===== config.mk =====
export PLATFORM = sky130hd
export DESIGN_NAME = fsp_serial_port
export DESIGN_NICKNAME = d
export VERILOG_FILES = /design/src/logic/fsp_pkg.sv /design/src/logic/fsp_serial_port.sv
export SDC_FILE = /design/constraint.sdc
export NUM_CORES = 1
export LEC_CHECK = 0
export ABC_AREA = 1
export BUFFER_PORTS_ARGS = -buffer_cell sky130_fd_sc_hd__buf_2
export CAP_MARGIN = 10
export CORE_MARGIN = 4
export CORE_UTILIZATION = 40
export CTS_CLUSTER_DIAMETER = 40
export DETAILED_ROUTE_END_ITERATION = 16
export PLACE_DENSITY = 0.69
export SLEW_MARGIN = 30
export SYNTH_ARGS = -nofsm -noshare
export SYNTH_HDL_FRONTEND = slang
export SYNTH_SLANG_ARGS = --single-unit

===== constraint.sdc =====
create_clock -name pclk -period 4.9 [get_ports pclk]
set_clock_uncertainty 0.1 [all_clocks]
set_input_delay 0.245 -clock pclk [delete_from_list [all_inputs] [get_ports pclk]]
set_output_delay 0.245 -clock pclk [all_outputs]
set_load 0.02 [all_outputs]

===== src/logic/fsp_pkg.sv =====
package fsp_pkg;
    // Register indexes; the byte address on APB is four times the index
    localparam logic [15:0] FSP_CTRL_IDX   = 16'hC070;
    localparam logic [15:0] FSP_BAUD_IDX   = 16'hC072;
    localparam logic [15:0] FSP_GAP_IDX    = 16'hC074;
    localparam logic [15:0] FSP_DATA_IDX   = 16'hC076;
    localparam logic [15:0] FSP_RXBASE_IDX = 16'hC078;
    localparam logic [15:0] FSP_RXCNT_IDX  = 16'hC07A;
    localparam logic [15:0] FSP_TXBASE_IDX = 16'hC07C;
    localparam logic [15:0] FSP_TXCNT_IDX  = 16'hC07E;

    // Control register bit positions
    localparam int FSP_TXDONE_BIT  = 7;
    localparam int FSP_RXDONE_BIT  = 6;
    localparam int FSP_ONESTOP_BIT = 5;
    localparam int FSP_TXRDY_BIT   = 4;
    localparam int FSP_RXRDY_BIT   = 0;

    // Reset values and fixed counts
    localparam logic [7:0]  FSP_GAP_RST  = 8'h09;
    localparam logic [12:0] FSP_BAUD_RST = 13'h0017;
    localparam logic [15:0] FSP_ADDR_RST = 16'h0000;
    localparam logic [9:0]  FSP_CNT_RST  = 10'h000;
    localparam logic [9:0]  FSP_CNT_TERM = 10'h3FF;
    localparam logic [7:0]  FSP_GAP_BIAS = 8'h07;
    localparam logic [2:0]  FSP_LAST_BIT = 3'h7;
    localparam logic [7:0]  FSP_STOP_ONE = 8'h01;
    localparam logic [7:0]  FSP_STOP_TWO = 8'h02;

    typedef enum logic [2:0] {
        TX_IDLE, TX_FETCH, TX_WAIT, TX_LOAD, TX_START, TX_DATA, TX_STOP
    } fsp_tx_st_type;

    typedef enum logic [1:0] {RX_IDLE, RX_START, RX_DATA, RX_STOP} fsp_rx_st_type;

    typedef struct packed {
        logic        req;
        logic        we;
        logic [15:0] addr;
        logic [7:0]  wdata;
    } fsp_mem_type;

    typedef struct packed {
        logic          phase;
        logic [15:0]   prdata;
        logic          perr;
        logic          one_stop;
        logic          tx_done;
        logic          rx_done;
        logic          rx_rdy;
        logic [12:0]   baud;
        logic [7:0]    gap;
        logic [7:0]    rx_data;
        logic [15:0]   rx_base;
        logic [15:0]   rx_ptr;
        logic [9:0]    rx_cnt;
        logic          rx_blk;
        logic [15:0]   tx_base;
        logic [15:0]   tx_ptr;
        logic [9:0]    tx_cnt;
        logic          tx_blk;
        fsp_tx_st_type tx_st;
        logic [7:0]    tx_shift;
        logic [7:0]    tx_bits;
        logic [12:0]   tx_tmr;
        logic          tx_line;
        fsp_rx_st_type rx_st;
        logic [7:0]    rx_shift;
        logic [2:0]    rx_bits;
        logic [12:0]   rx_tmr;
        logic          rx_s1;
        logic          rx_s2;
        fsp_mem_type   mem;
    } fsp_state_type;
endpackage : fsp_pkg


===== src/logic/fsp_serial_port.sv =====
// Design decision made here: the APB interface to the registers.
`timescale 1ns/1ps
module fsp_serial_port
    import fsp_pkg::*;
(
    input  wire logic        pclk,     // APB and serial clock
    input  wire logic        presetn,  // Async reset, active low
    input  wire logic        ce,       // Clock enable, freezes all state
    input  wire logic        psel,     // APB select
    input  wire logic        penable,  // APB access phase
    input  wire logic        pwrite,   // APB direction
    input  wire logic [31:0] paddr,    // APB byte address
    input  wire logic [31:0] pwdata,   // APB write data
    output logic      [31:0] prdata,   // APB read data
    output logic             pready,   // APB ready
    output logic             pslverr,  // APB error, unmapped address
    input  wire logic        rxd,      // Serial receive pin
    output logic             txd,      // Serial transmit pin
    output fsp_mem_type      mem_o,    // Memory request to on-chip RAM
    input  wire logic [7:0]  mem_rdata // Read data, valid cycle after req
);

    fsp_state_type s_ff;
    fsp_state_type nxt_s;

    function automatic logic fsp_hit(input logic [31:0] a, input logic [15:0] idx);
        fsp_hit = (a == {14'h0000, idx, 2'b00});
    endfunction : fsp_hit

    // Reload on the tick, so each bit lasts divisor plus one clocks
    function automatic logic [12:0] fsp_tmr_next(input logic [12:0] tmr,
                                                 input logic [12:0] baud);
        fsp_tmr_next = (tmr == 13'h0000) ? baud : tmr - 13'h0001;
    endfunction : fsp_tmr_next

    logic        wr;
    logic        rd;
    logic        tx_tick;
    logic        rx_tick;
    logic [7:0]  gap_bits;

    // Read data is captured one cycle ahead so prdata comes from a flop
    assign pready  = psel & penable & ce & s_ff.phase;
    assign prdata  = {16'h0000, s_ff.prdata};
    assign pslverr = s_ff.perr;
    assign txd     = s_ff.tx_line;
    assign mem_o   = s_ff.mem;

    always_comb begin
        nxt_s          = s_ff;
        // Memory strobes are single-cycle pulses
        nxt_s.mem.req  = 1'b0;
        nxt_s.mem.we   = 1'b0;
        wr             = pready & pwrite;
        rd             = pready & ~pwrite;
        tx_tick        = (s_ff.tx_tmr == 13'h0000);
        rx_tick        = (s_ff.rx_tmr == 13'h0000);
        gap_bits       = s_ff.gap - FSP_GAP_BIAS;
        // A gap of seven or less would wrap the stop count into 249 to 256 stop bits
        if (s_ff.gap <= FSP_GAP_BIAS) begin
            gap_bits = 8'h01;
        end

        // APB access phase tracking
        nxt_s.phase = psel & ~(penable & s_ff.phase);
        if (psel & ~s_ff.phase) begin
            nxt_s.perr   = 1'b0;
            nxt_s.prdata = 16'h0000;
            if (fsp_hit(paddr, FSP_CTRL_IDX)) begin
                nxt_s.prdata[FSP_TXDONE_BIT]  = s_ff.tx_done;
                nxt_s.prdata[FSP_RXDONE_BIT]  = s_ff.rx_done;
                nxt_s.prdata[FSP_ONESTOP_BIT] = s_ff.one_stop;
                // Ready stays low for the whole block, not just one frame
                nxt_s.prdata[FSP_TXRDY_BIT]   = (s_ff.tx_st == TX_IDLE) & ~s_ff.tx_blk;
                nxt_s.prdata[FSP_RXRDY_BIT]   = s_ff.rx_rdy;
            end else if (fsp_hit(paddr, FSP_BAUD_IDX)) begin
                nxt_s.prdata[12:0] = s_ff.baud;
            end else if (fsp_hit(paddr, FSP_GAP_IDX)) begin
                nxt_s.prdata[7:0] = s_ff.gap;
            end else if (fsp_hit(paddr, FSP_DATA_IDX)) begin
                nxt_s.prdata[7:0] = s_ff.rx_data;
            end else if (fsp_hit(paddr, FSP_RXBASE_IDX)) begin
                nxt_s.prdata = s_ff.rx_base;
            end else if (fsp_hit(paddr, FSP_RXCNT_IDX)) begin
                nxt_s.prdata[9:0] = s_ff.rx_cnt;
            end else if (fsp_hit(paddr, FSP_TXBASE_IDX)) begin
                nxt_s.prdata = s_ff.tx_base;
            end else if (fsp_hit(paddr, FSP_TXCNT_IDX)) begin
                nxt_s.prdata[9:0] = s_ff.tx_cnt;
            end else begin
                nxt_s.perr = 1'b1;
            end
        end

        // Reading the data register consumes the byte
        if (rd && fsp_hit(paddr, FSP_DATA_IDX)) begin
            nxt_s.rx_rdy = 1'b0;
        end

        // Register writes; hardware sets below override these clears
        if (wr) begin
            if (fsp_hit(paddr, FSP_CTRL_IDX)) begin
                nxt_s.one_stop = pwdata[FSP_ONESTOP_BIT];
                if (pwdata[FSP_TXDONE_BIT]) begin
                    nxt_s.tx_done = 1'b0;
                end
                if (pwdata[FSP_RXDONE_BIT]) begin
                    nxt_s.rx_done = 1'b0;
                end
            end
            if (fsp_hit(paddr, FSP_BAUD_IDX)) begin
                nxt_s.baud = pwdata[12:0];
            end
            if (fsp_hit(paddr, FSP_GAP_IDX)) begin
                nxt_s.gap = pwdata[7:0];
            end
            // Writes while busy are dropped to protect the frame on the line
            if (fsp_hit(paddr, FSP_DATA_IDX) && s_ff.tx_st == TX_IDLE && !s_ff.tx_blk) begin
                nxt_s.tx_shift = pwdata[7:0];
                nxt_s.tx_st    = TX_START;
                nxt_s.tx_tmr   = s_ff.baud;
            end
            if (fsp_hit(paddr, FSP_RXBASE_IDX)) begin
                nxt_s.rx_base = pwdata[15:0];
            end
            // Rewrite mid-transfer restarts at the base, no resume
            if (fsp_hit(paddr, FSP_RXCNT_IDX)) begin
                nxt_s.rx_cnt = pwdata[9:0];
                nxt_s.rx_ptr = s_ff.rx_base;
                nxt_s.rx_blk = 1'b1;
            end
            if (fsp_hit(paddr, FSP_TXBASE_IDX)) begin
                nxt_s.tx_base = pwdata[15:0];
            end
            if (fsp_hit(paddr, FSP_TXCNT_IDX)) begin
                nxt_s.tx_cnt = pwdata[9:0];
                nxt_s.tx_ptr = s_ff.tx_base;
                nxt_s.tx_blk = 1'b1;
            end
        end

        // Receiver, sampling mid-bit on the synchronised line
        nxt_s.rx_s1 = rxd;
        nxt_s.rx_s2 = s_ff.rx_s1;
        if (s_ff.rx_st != RX_IDLE) begin
            nxt_s.rx_tmr = fsp_tmr_next(s_ff.rx_tmr, s_ff.baud);
        end
        unique case (s_ff.rx_st)
            RX_IDLE: begin
                // Synced line resets high, so no false start after reset
                if (!s_ff.rx_s2) begin
                    nxt_s.rx_st  = RX_START;
                    nxt_s.rx_tmr = {1'b0, s_ff.baud[12:1]};
                end
            end
            RX_START: begin
                if (rx_tick) begin
                    nxt_s.rx_st   = s_ff.rx_s2 ? RX_IDLE : RX_DATA;
                    nxt_s.rx_bits = 3'h0;
                end
            end
            RX_DATA: begin
                if (rx_tick) begin
                    nxt_s.rx_shift = {s_ff.rx_s2, s_ff.rx_shift[7:1]};
                    nxt_s.rx_bits  = s_ff.rx_bits + 3'h1;
                    if (s_ff.rx_bits == FSP_LAST_BIT) begin
                        nxt_s.rx_st = RX_STOP;
                    end
                end
            end
            RX_STOP: begin
                if (rx_tick) begin
                    nxt_s.rx_st = RX_IDLE;
                    // A missing stop bit discards the byte
                    if (s_ff.rx_s2 && s_ff.rx_blk) begin
                        nxt_s.mem.req   = 1'b1;
                        nxt_s.mem.we    = 1'b1;
                        nxt_s.mem.addr  = s_ff.rx_ptr;
                        nxt_s.mem.wdata = s_ff.rx_shift;
                        nxt_s.rx_ptr    = s_ff.rx_ptr + 16'h0001;
                        nxt_s.rx_cnt    = s_ff.rx_cnt - 10'h001;
                        if (s_ff.rx_cnt == FSP_CNT_RST) begin
                            nxt_s.rx_blk  = 1'b0;
                            nxt_s.rx_done = 1'b1;
                        end
                    end else if (s_ff.rx_s2) begin
                        nxt_s.rx_data = s_ff.rx_shift;
                        nxt_s.rx_rdy  = 1'b1;
                    end
                end
            end
        endcase

        // Transmitter
        if (s_ff.tx_st == TX_START || s_ff.tx_st == TX_DATA || s_ff.tx_st == TX_STOP) begin
            nxt_s.tx_tmr = fsp_tmr_next(s_ff.tx_tmr, s_ff.baud);
        end
        unique case (s_ff.tx_st)
            TX_IDLE: begin
                // Block start waits for a byte already on the line
                if (s_ff.tx_blk) begin
                    nxt_s.tx_st = TX_FETCH;
                end
            end
            TX_FETCH: begin
                // Receive writes own the memory port; fetch retries
                if (!nxt_s.mem.req) begin
                    nxt_s.mem.req  = 1'b1;
                    nxt_s.mem.addr = s_ff.tx_ptr;
                    nxt_s.tx_st    = TX_WAIT;
                end
            end
            TX_WAIT: begin
                nxt_s.tx_st = TX_LOAD;
            end
            TX_LOAD: begin
                nxt_s.tx_shift = mem_rdata;
                nxt_s.tx_st    = TX_START;
                nxt_s.tx_tmr   = s_ff.baud;
            end
            TX_START: begin
                if (tx_tick) begin
                    nxt_s.tx_st   = TX_DATA;
                    nxt_s.tx_bits = 8'h07;
                end
            end
            TX_DATA: begin
                if (tx_tick) begin
                    nxt_s.tx_shift = {1'b0, s_ff.tx_shift[7:1]};
                    nxt_s.tx_bits  = s_ff.tx_bits - 8'h01;
                    if (s_ff.tx_bits == 8'h00) begin
                        nxt_s.tx_st = TX_STOP;
                        if (s_ff.tx_blk) begin
                            nxt_s.tx_bits = gap_bits;
                        end else begin
                            nxt_s.tx_bits = s_ff.one_stop ? FSP_STOP_ONE : FSP_STOP_TWO;
                        end
                    end
                end
            end
            TX_STOP: begin
                if (tx_tick) begin
                    nxt_s.tx_bits = s_ff.tx_bits - 8'h01;
                    if (s_ff.tx_bits == 8'h01) begin
                        nxt_s.tx_st = TX_IDLE;
                        // Count and pointer move only once the stop bits are out
                        if (s_ff.tx_blk) begin
                            nxt_s.tx_ptr = s_ff.tx_ptr + 16'h0001;
                            nxt_s.tx_cnt = s_ff.tx_cnt - 10'h001;
                            if (s_ff.tx_cnt == FSP_CNT_RST) begin
                                nxt_s.tx_blk  = 1'b0;
                                nxt_s.tx_done = 1'b1;
                            end
                        end
                    end
                end
            end
            // Unused state code recovers to idle
            default: begin
                nxt_s.tx_st = TX_IDLE;
            end
        endcase
        nxt_s.tx_line = (nxt_s.tx_st == TX_START) ? 1'b0 :
                        (nxt_s.tx_st == TX_DATA) ? nxt_s.tx_shift[0] : 1'b1;
    end

    always_ff @(posedge pclk or negedge presetn) begin
        if (!presetn) begin
            s_ff         <= '0;
            s_ff.gap     <= FSP_GAP_RST;
            s_ff.baud    <= FSP_BAUD_RST;
            s_ff.rx_base <= FSP_ADDR_RST;
            s_ff.tx_base <= FSP_ADDR_RST;
            s_ff.rx_cnt  <= FSP_CNT_RST;
            s_ff.tx_cnt  <= FSP_CNT_RST;
            s_ff.tx_line <= 1'b1;
            s_ff.rx_s1   <= 1'b1;
            s_ff.rx_s2   <= 1'b1;
        end else if (ce) begin
            s_ff <= nxt_s;
        end
    end

endmodule : fsp_serial_port


== Word-level counts from Yosys, hierarchy flattened ==
Cells that the tools add are included.

* Flip-flop bits (word level): 224
* Output and inout port bits: 61
* Input port bits: 79
* Logic and storage cells: 212
* Bits in latches: 0
* Bits in writable memories: 0
* ROM bits: 0
* Memories: 0

* Equality and inequality tests: 29
* Bitwise gates (word level): 14
* Divide/modulo/power cells: 0
* Muxes and demuxes: 94
* Shift operators: 0
* Magnitude comparators: 1
* Reductions and logical operators: 32
* Multipliers: 0
* Add/sub/neg operators: 9

{| class="wikitable"
|+ Operators with widths
! cell !! number
|-
| $eq 32x18->1 const B || 8
|-
| $mux 27 || 7
|-
| $mux 13 || 11
|-
| $mux 81 || 1
|-
| $mux 8 || 10
|-
| $mux 26 || 3
|-
| $mux 16 || 4
|-
| $mux 30 || 2
|-
| $add 16x1->16 const B || 2
|-
| $mux 10 || 3
|-
| $logic_not 13->1 || 2
|-
| $mux 1 || 26
|-
| $sub 13x1->13 const B || 2
|-
| $pmux 8 s3 || 1
|-
| $mux 3 || 7
|-
| $pmux 3 s7 || 1
|-
| $reduce_and 3->1 || 7
|-
| $logic_not 10->1 || 2
|-
| $mux 2 || 10
|-
| $sub 10x1->10 const B || 2
|-
| $mux 19 || 1
|-
| $eq 3x3->1 const B || 6
|-
| $ne 2x2->1 const B || 8
|-
| $pmux 8 s2 || 1
|-
| 28 further kinds || 52
|}

== Depth between registers and ports, before layout ==
* Depth after elaboration: 13
* Gate-level depth with buffers: 15
* Mapped depth without buffers: 14

== Worst setup path after synthesis ==
Ideal clock, no wire load.

* Path type: reg2reg
* From: register s_ff[223] (netlist name)
* To: register s_ff[156] (netlist name)
* Library setup time: 136 ps
* Slack: 2849 ps
* Data arrival time: 1815 ps
* Stages on the path, launching flop included: 11
* Period minus slack after synthesis: 2051 ps
* Buffers on the path: 1
* Path through: dfrtp_1 > nand2_1 > nor2_1 > nand2_1 > inv_2 > nand4_2 > buf_2 > a21oi_1 > o21ai_0 > nand3_1 > o21ai_0

* Word-level cells in the longest chain between the ends: 6

{| class="wikitable"
|+ RTL lines
! element !! line !! RTL
|-
| start: declaration || fsp_serial_port.sv:23 || <nowiki>fsp_state_type s_ff;</nowiki>
|-
| start signal: assignment || fsp_serial_port.sv:280 || <nowiki>s_ff <= nxt_s;</nowiki>
|-
| $and 1x1->1 * || fsp_serial_port.sv:43 || <nowiki>assign pready = psel & penable & ce & s_ff.phase;</nowiki>
|-
| net pready || fsp_serial_port.sv:15 || <nowiki>output logic pready,</nowiki>
|-
| $and 1x1->1 * || fsp_serial_port.sv:54 || <nowiki>wr = pready & pwrite;</nowiki>
|-
| $mux 81 * || fsp_serial_port.sv:101 || <nowiki>if (wr) begin</nowiki>
|-
| $mux 27 || fsp_serial_port.sv:175 || <nowiki>if (s_ff.rx_s2 && s_ff.rx_blk) begin</nowiki>
|-
| $mux 27 || fsp_serial_port.sv:172 || <nowiki>if (rx_tick) begin</nowiki>
|-
| $mux 27 * || fsp_serial_port.sv:148 || <nowiki>unique case (s_ff.rx_st)</nowiki>
|}

The timed path passes the listed nets; every way through them passes the cells marked *.
A chain may end at the register's enable or synchronous reset.

== Worst setup path after layout ==
* From: register s_ff[28] (netlist name)
* To: register s_ff[156] (netlist name)

* Word-level cells in the longest chain between the ends: 3

{| class="wikitable"
|+ RTL lines
! element !! line !! RTL
|-
| $logic_not 13->1 || fsp_serial_port.sv:57 || <nowiki>rx_tick = (s_ff.rx_tmr == 13'h0000);</nowiki>
|-
| $mux 27 || fsp_serial_port.sv:172 ||
|-
| $mux 27 || fsp_serial_port.sv:148 ||
|}

No other way between the ends.

==> metrics.yaml <==
status: "finished clean"
ys_warn_count: 0
worstPathMaxFanout: 45
power.share.clock_pct: 37.6
path_delay_family: "simple AND/OR/NAND/NOR gates"
syn_area_per_cell_um2: 7.153
synth_seq_cells: 224
io_buffers: 107
cp_cell_sequence: "inv_1 -> ha_1 -> and3_1 -> nand2_1 -> inv_2 -> nand2_4 -> clkinv_2 -> a21oi_1 -> o21ai_0 -> nand3_1 -> o21ai_0"
start_util_pct: 40.59
diodes: 0
nets: 2107
cts_resized: 0
vdd_drop_max_v: 0.0003204
core-area_mm2: 0.03463
vias: 13540
dp_cells: 2417
synth_xor_area_share_pct: 2.804
cp.arrival_ps: 3540
synth_top_area_share_pct: 38.28
hp-class: "in2reg"
p_int_w: 0.004190
max_freq_mhz: 304.1
numCtsBuffers: 36
synth-edff-count: 0
clk_latency_ps: 510
ys_seq_area_share_pct: 39.96
mostFrequentLayoutCells: "484 x nand2_1, 253 x o21ai_0, 225 x inv_1, 215 x dfrtp_1, 157 x nor2_1"
cts_buffer_depth: 3
switching_share_pct: 36.17
tritoncts: "yes"
ios: 140
pwr-share-comb_pct: 26.2
cp_common_cell: "o21ai_0"
first_iter_violations: 1460
setup_violations: 0
final_common_cell: "nand2_1"
critPathLaunchType: "flip-flop"
yosysTopAreaCell: "dfrtp_1"
hpwl_um: 31020
grt_use_total_pct: 21.97
final_cells: 2497
slew_headroom_pct: 37.37
grt_max_degree: 122
slew_violations: 0
setup_tns_ps: 0
endpoint_kind: "flip-flop"
synthAdderAreaFrac_pct: 1.068
final_layout_size_suffix_gt1_share_pct: 11.41
power.density_mw_per_mm2: 413.6
yosys.area_share.simple_pct: 26.68
remaining_drc_errors: 0
routabilityCongestion: 0.9695
hold_viol: 0
grt_antenna_before_repair: 0
wl_per_cell_um: 17.36
cts_hold_buf: 15
synth_compound_area_share_pct: 17.56
yosysUniqueCellTypes: 51
viasPerCell: 5.421
syn_inst: 1965
sequentialPowerShare_pct: 36.2
period_minus_slack_ps: 3288
min_period_over_period_pct: 67.11
areaGrowthSynthToFinish_pct: 12.95
cts.clk_slew.worst_paths_ps: 60
synth_area_leaders: "dfrtp_1 38%, nand2_1 13%, o21ai_0 9.0%"
grt_pass1_vias: 12370
die-area_mm2: 0.03820
drv_cap: 0
synth_area_mm2: 0.01405
die_h_um: 195.5
ys.flop_type: "dfrtp_1"
postCtsSetupBuffers: 0
placementRows: 68
die_w_um: 195.5
cp_slowest_stage_delay_ps: 570
synth_top_family_by_area: "simple AND/OR/NAND/NOR gates"
htreeDepth: 2
required_ps: 5150
synthMuxAreaShare_pct: 0.07122
firstDrtPassIters: 6
rsz0062_at_grt: "no"
cts_sinks: 224
grt_pass1_wl_um: 68030
overflow: 0
path_buf_inv: 3
p_switching_w: 0.002375
wirelength_um: 43340
worst_pin_slew_ps: 930.9
clock_tree.root_cell: "clkbuf_16"
crit_type: "reg2reg"
cellLeakagePower_nw: 7.589
ant_nets: 0
slowest_stage: "clkinv_2"
async_flop_share_pct: 100.0
==> synthesized netlist by cell type (all sizes together) (8+ instances only) <==
cell type  instances
nor2             170
inv              232
clkbuf            44
nor3              32
nand2            494
buf               87
a31oi              8
xor2              44
dfstp              9
a21oi             89
ha                12
a22oi             16
o211ai            24
o21ai            277
o22ai             30
nand3            121
nand4             31
dfrtp            215
==> power by group through the flow <==
stage               sequential (W)  clock [W]  combinational [W]
detailed placement         0.00240          0            0.00168
finish                     0.00238    0.00247            0.00172
floorplan                  0.00233          0            0.00135
global route               0.00241    0.00260            0.00195
global placement           0.00239          0            0.00163
CTS                        0.00237    0.00252            0.00170
==> worst min-delay path, delay by kind of cell <==
family,cells,cell delay (ps)
compound gates,2,210
buf+inv,1,120
==> final timing paths <==
path / from / to / slack [ps] / depth (start not counted)
setup / recovery: s_ff[28] / s_ff[156] / 1610 / 11
hold / removal: pwdata[8] / s_ff[139] / 20 / 3
setup reg to reg: s_ff[28] / s_ff[156] / 1610 / 11
hold reg to reg: prdata[3] / prdata[3] / 380 / 2
max in group asynchronous: presetn / s_ff[74] / 3710 / 3
min in group asynchronous: presetn / mem_o[22] / 100 / 2
==> metal layers <==
| layer | GRT usage (%) | wire length, um | vias up | share of wire [%] |
|---|---|---|---|---|
| li1 | - | - | 6504 | - |
| met3 | 3.106 | 3419 | 77 | 7.9 |
| met2 | 34.79 | 19730 | 531 | 46 |
| met1 | 31.06 | 18830 | 6424 | 43 |
| met4 | 7.292 | 1366 | 0 | 3.2 |
| met5 | 0 | 0 | - | 0 |
==> cell type report <==
class                   instances  area [um2]
flip-flops and latches        224        5617
clock inverters                23       212.7
well taps                     455       569.3
multi-input cells            1389        6843
inverters                     236       889.6
clock buffers                  41       960.9
repair buffers                129       783.3
fillers                      3404       18750
==> cell families (layout without fill, tap and decap cells) <==
kind of cell,Yosys count,in the layout
AND/OR/NAND/NOR,859,859
XOR/XNOR,45,45
adder cells (fa/ha/maj),12,12
AO/OA/AOI/OAI,456,456
multiplexers,1,1
flip-flops,224,224
buffers and inverters,367,429
other,1,16
==> sequential cells by signal, indices dropped and copies added, names as in the netlist <==
signal   flops
mem_o       26
s_ff       179
txd          1
nxt_s        1
pslverr      1
prdata      16
==> per-stage QoR <==
stage          power (W)  setup WS (ps)  area [um2]  hold slack (ps)  util, %
2_1_floorplan   0.003679           2849       14110           -150.6        -
3_3_place_gp    0.004024           1702       14510            321.2    41.91
3_5_place_dp    0.004079           1660       14510            319.6    41.91
4_1_cts         0.006593           1647       15840            4.582    45.74
5_1_grt         0.006955           1327       15880            12.66    45.84
6_report        0.006565           1612       15880            20.27    45.84
Power figures use the tool's default switching activity.
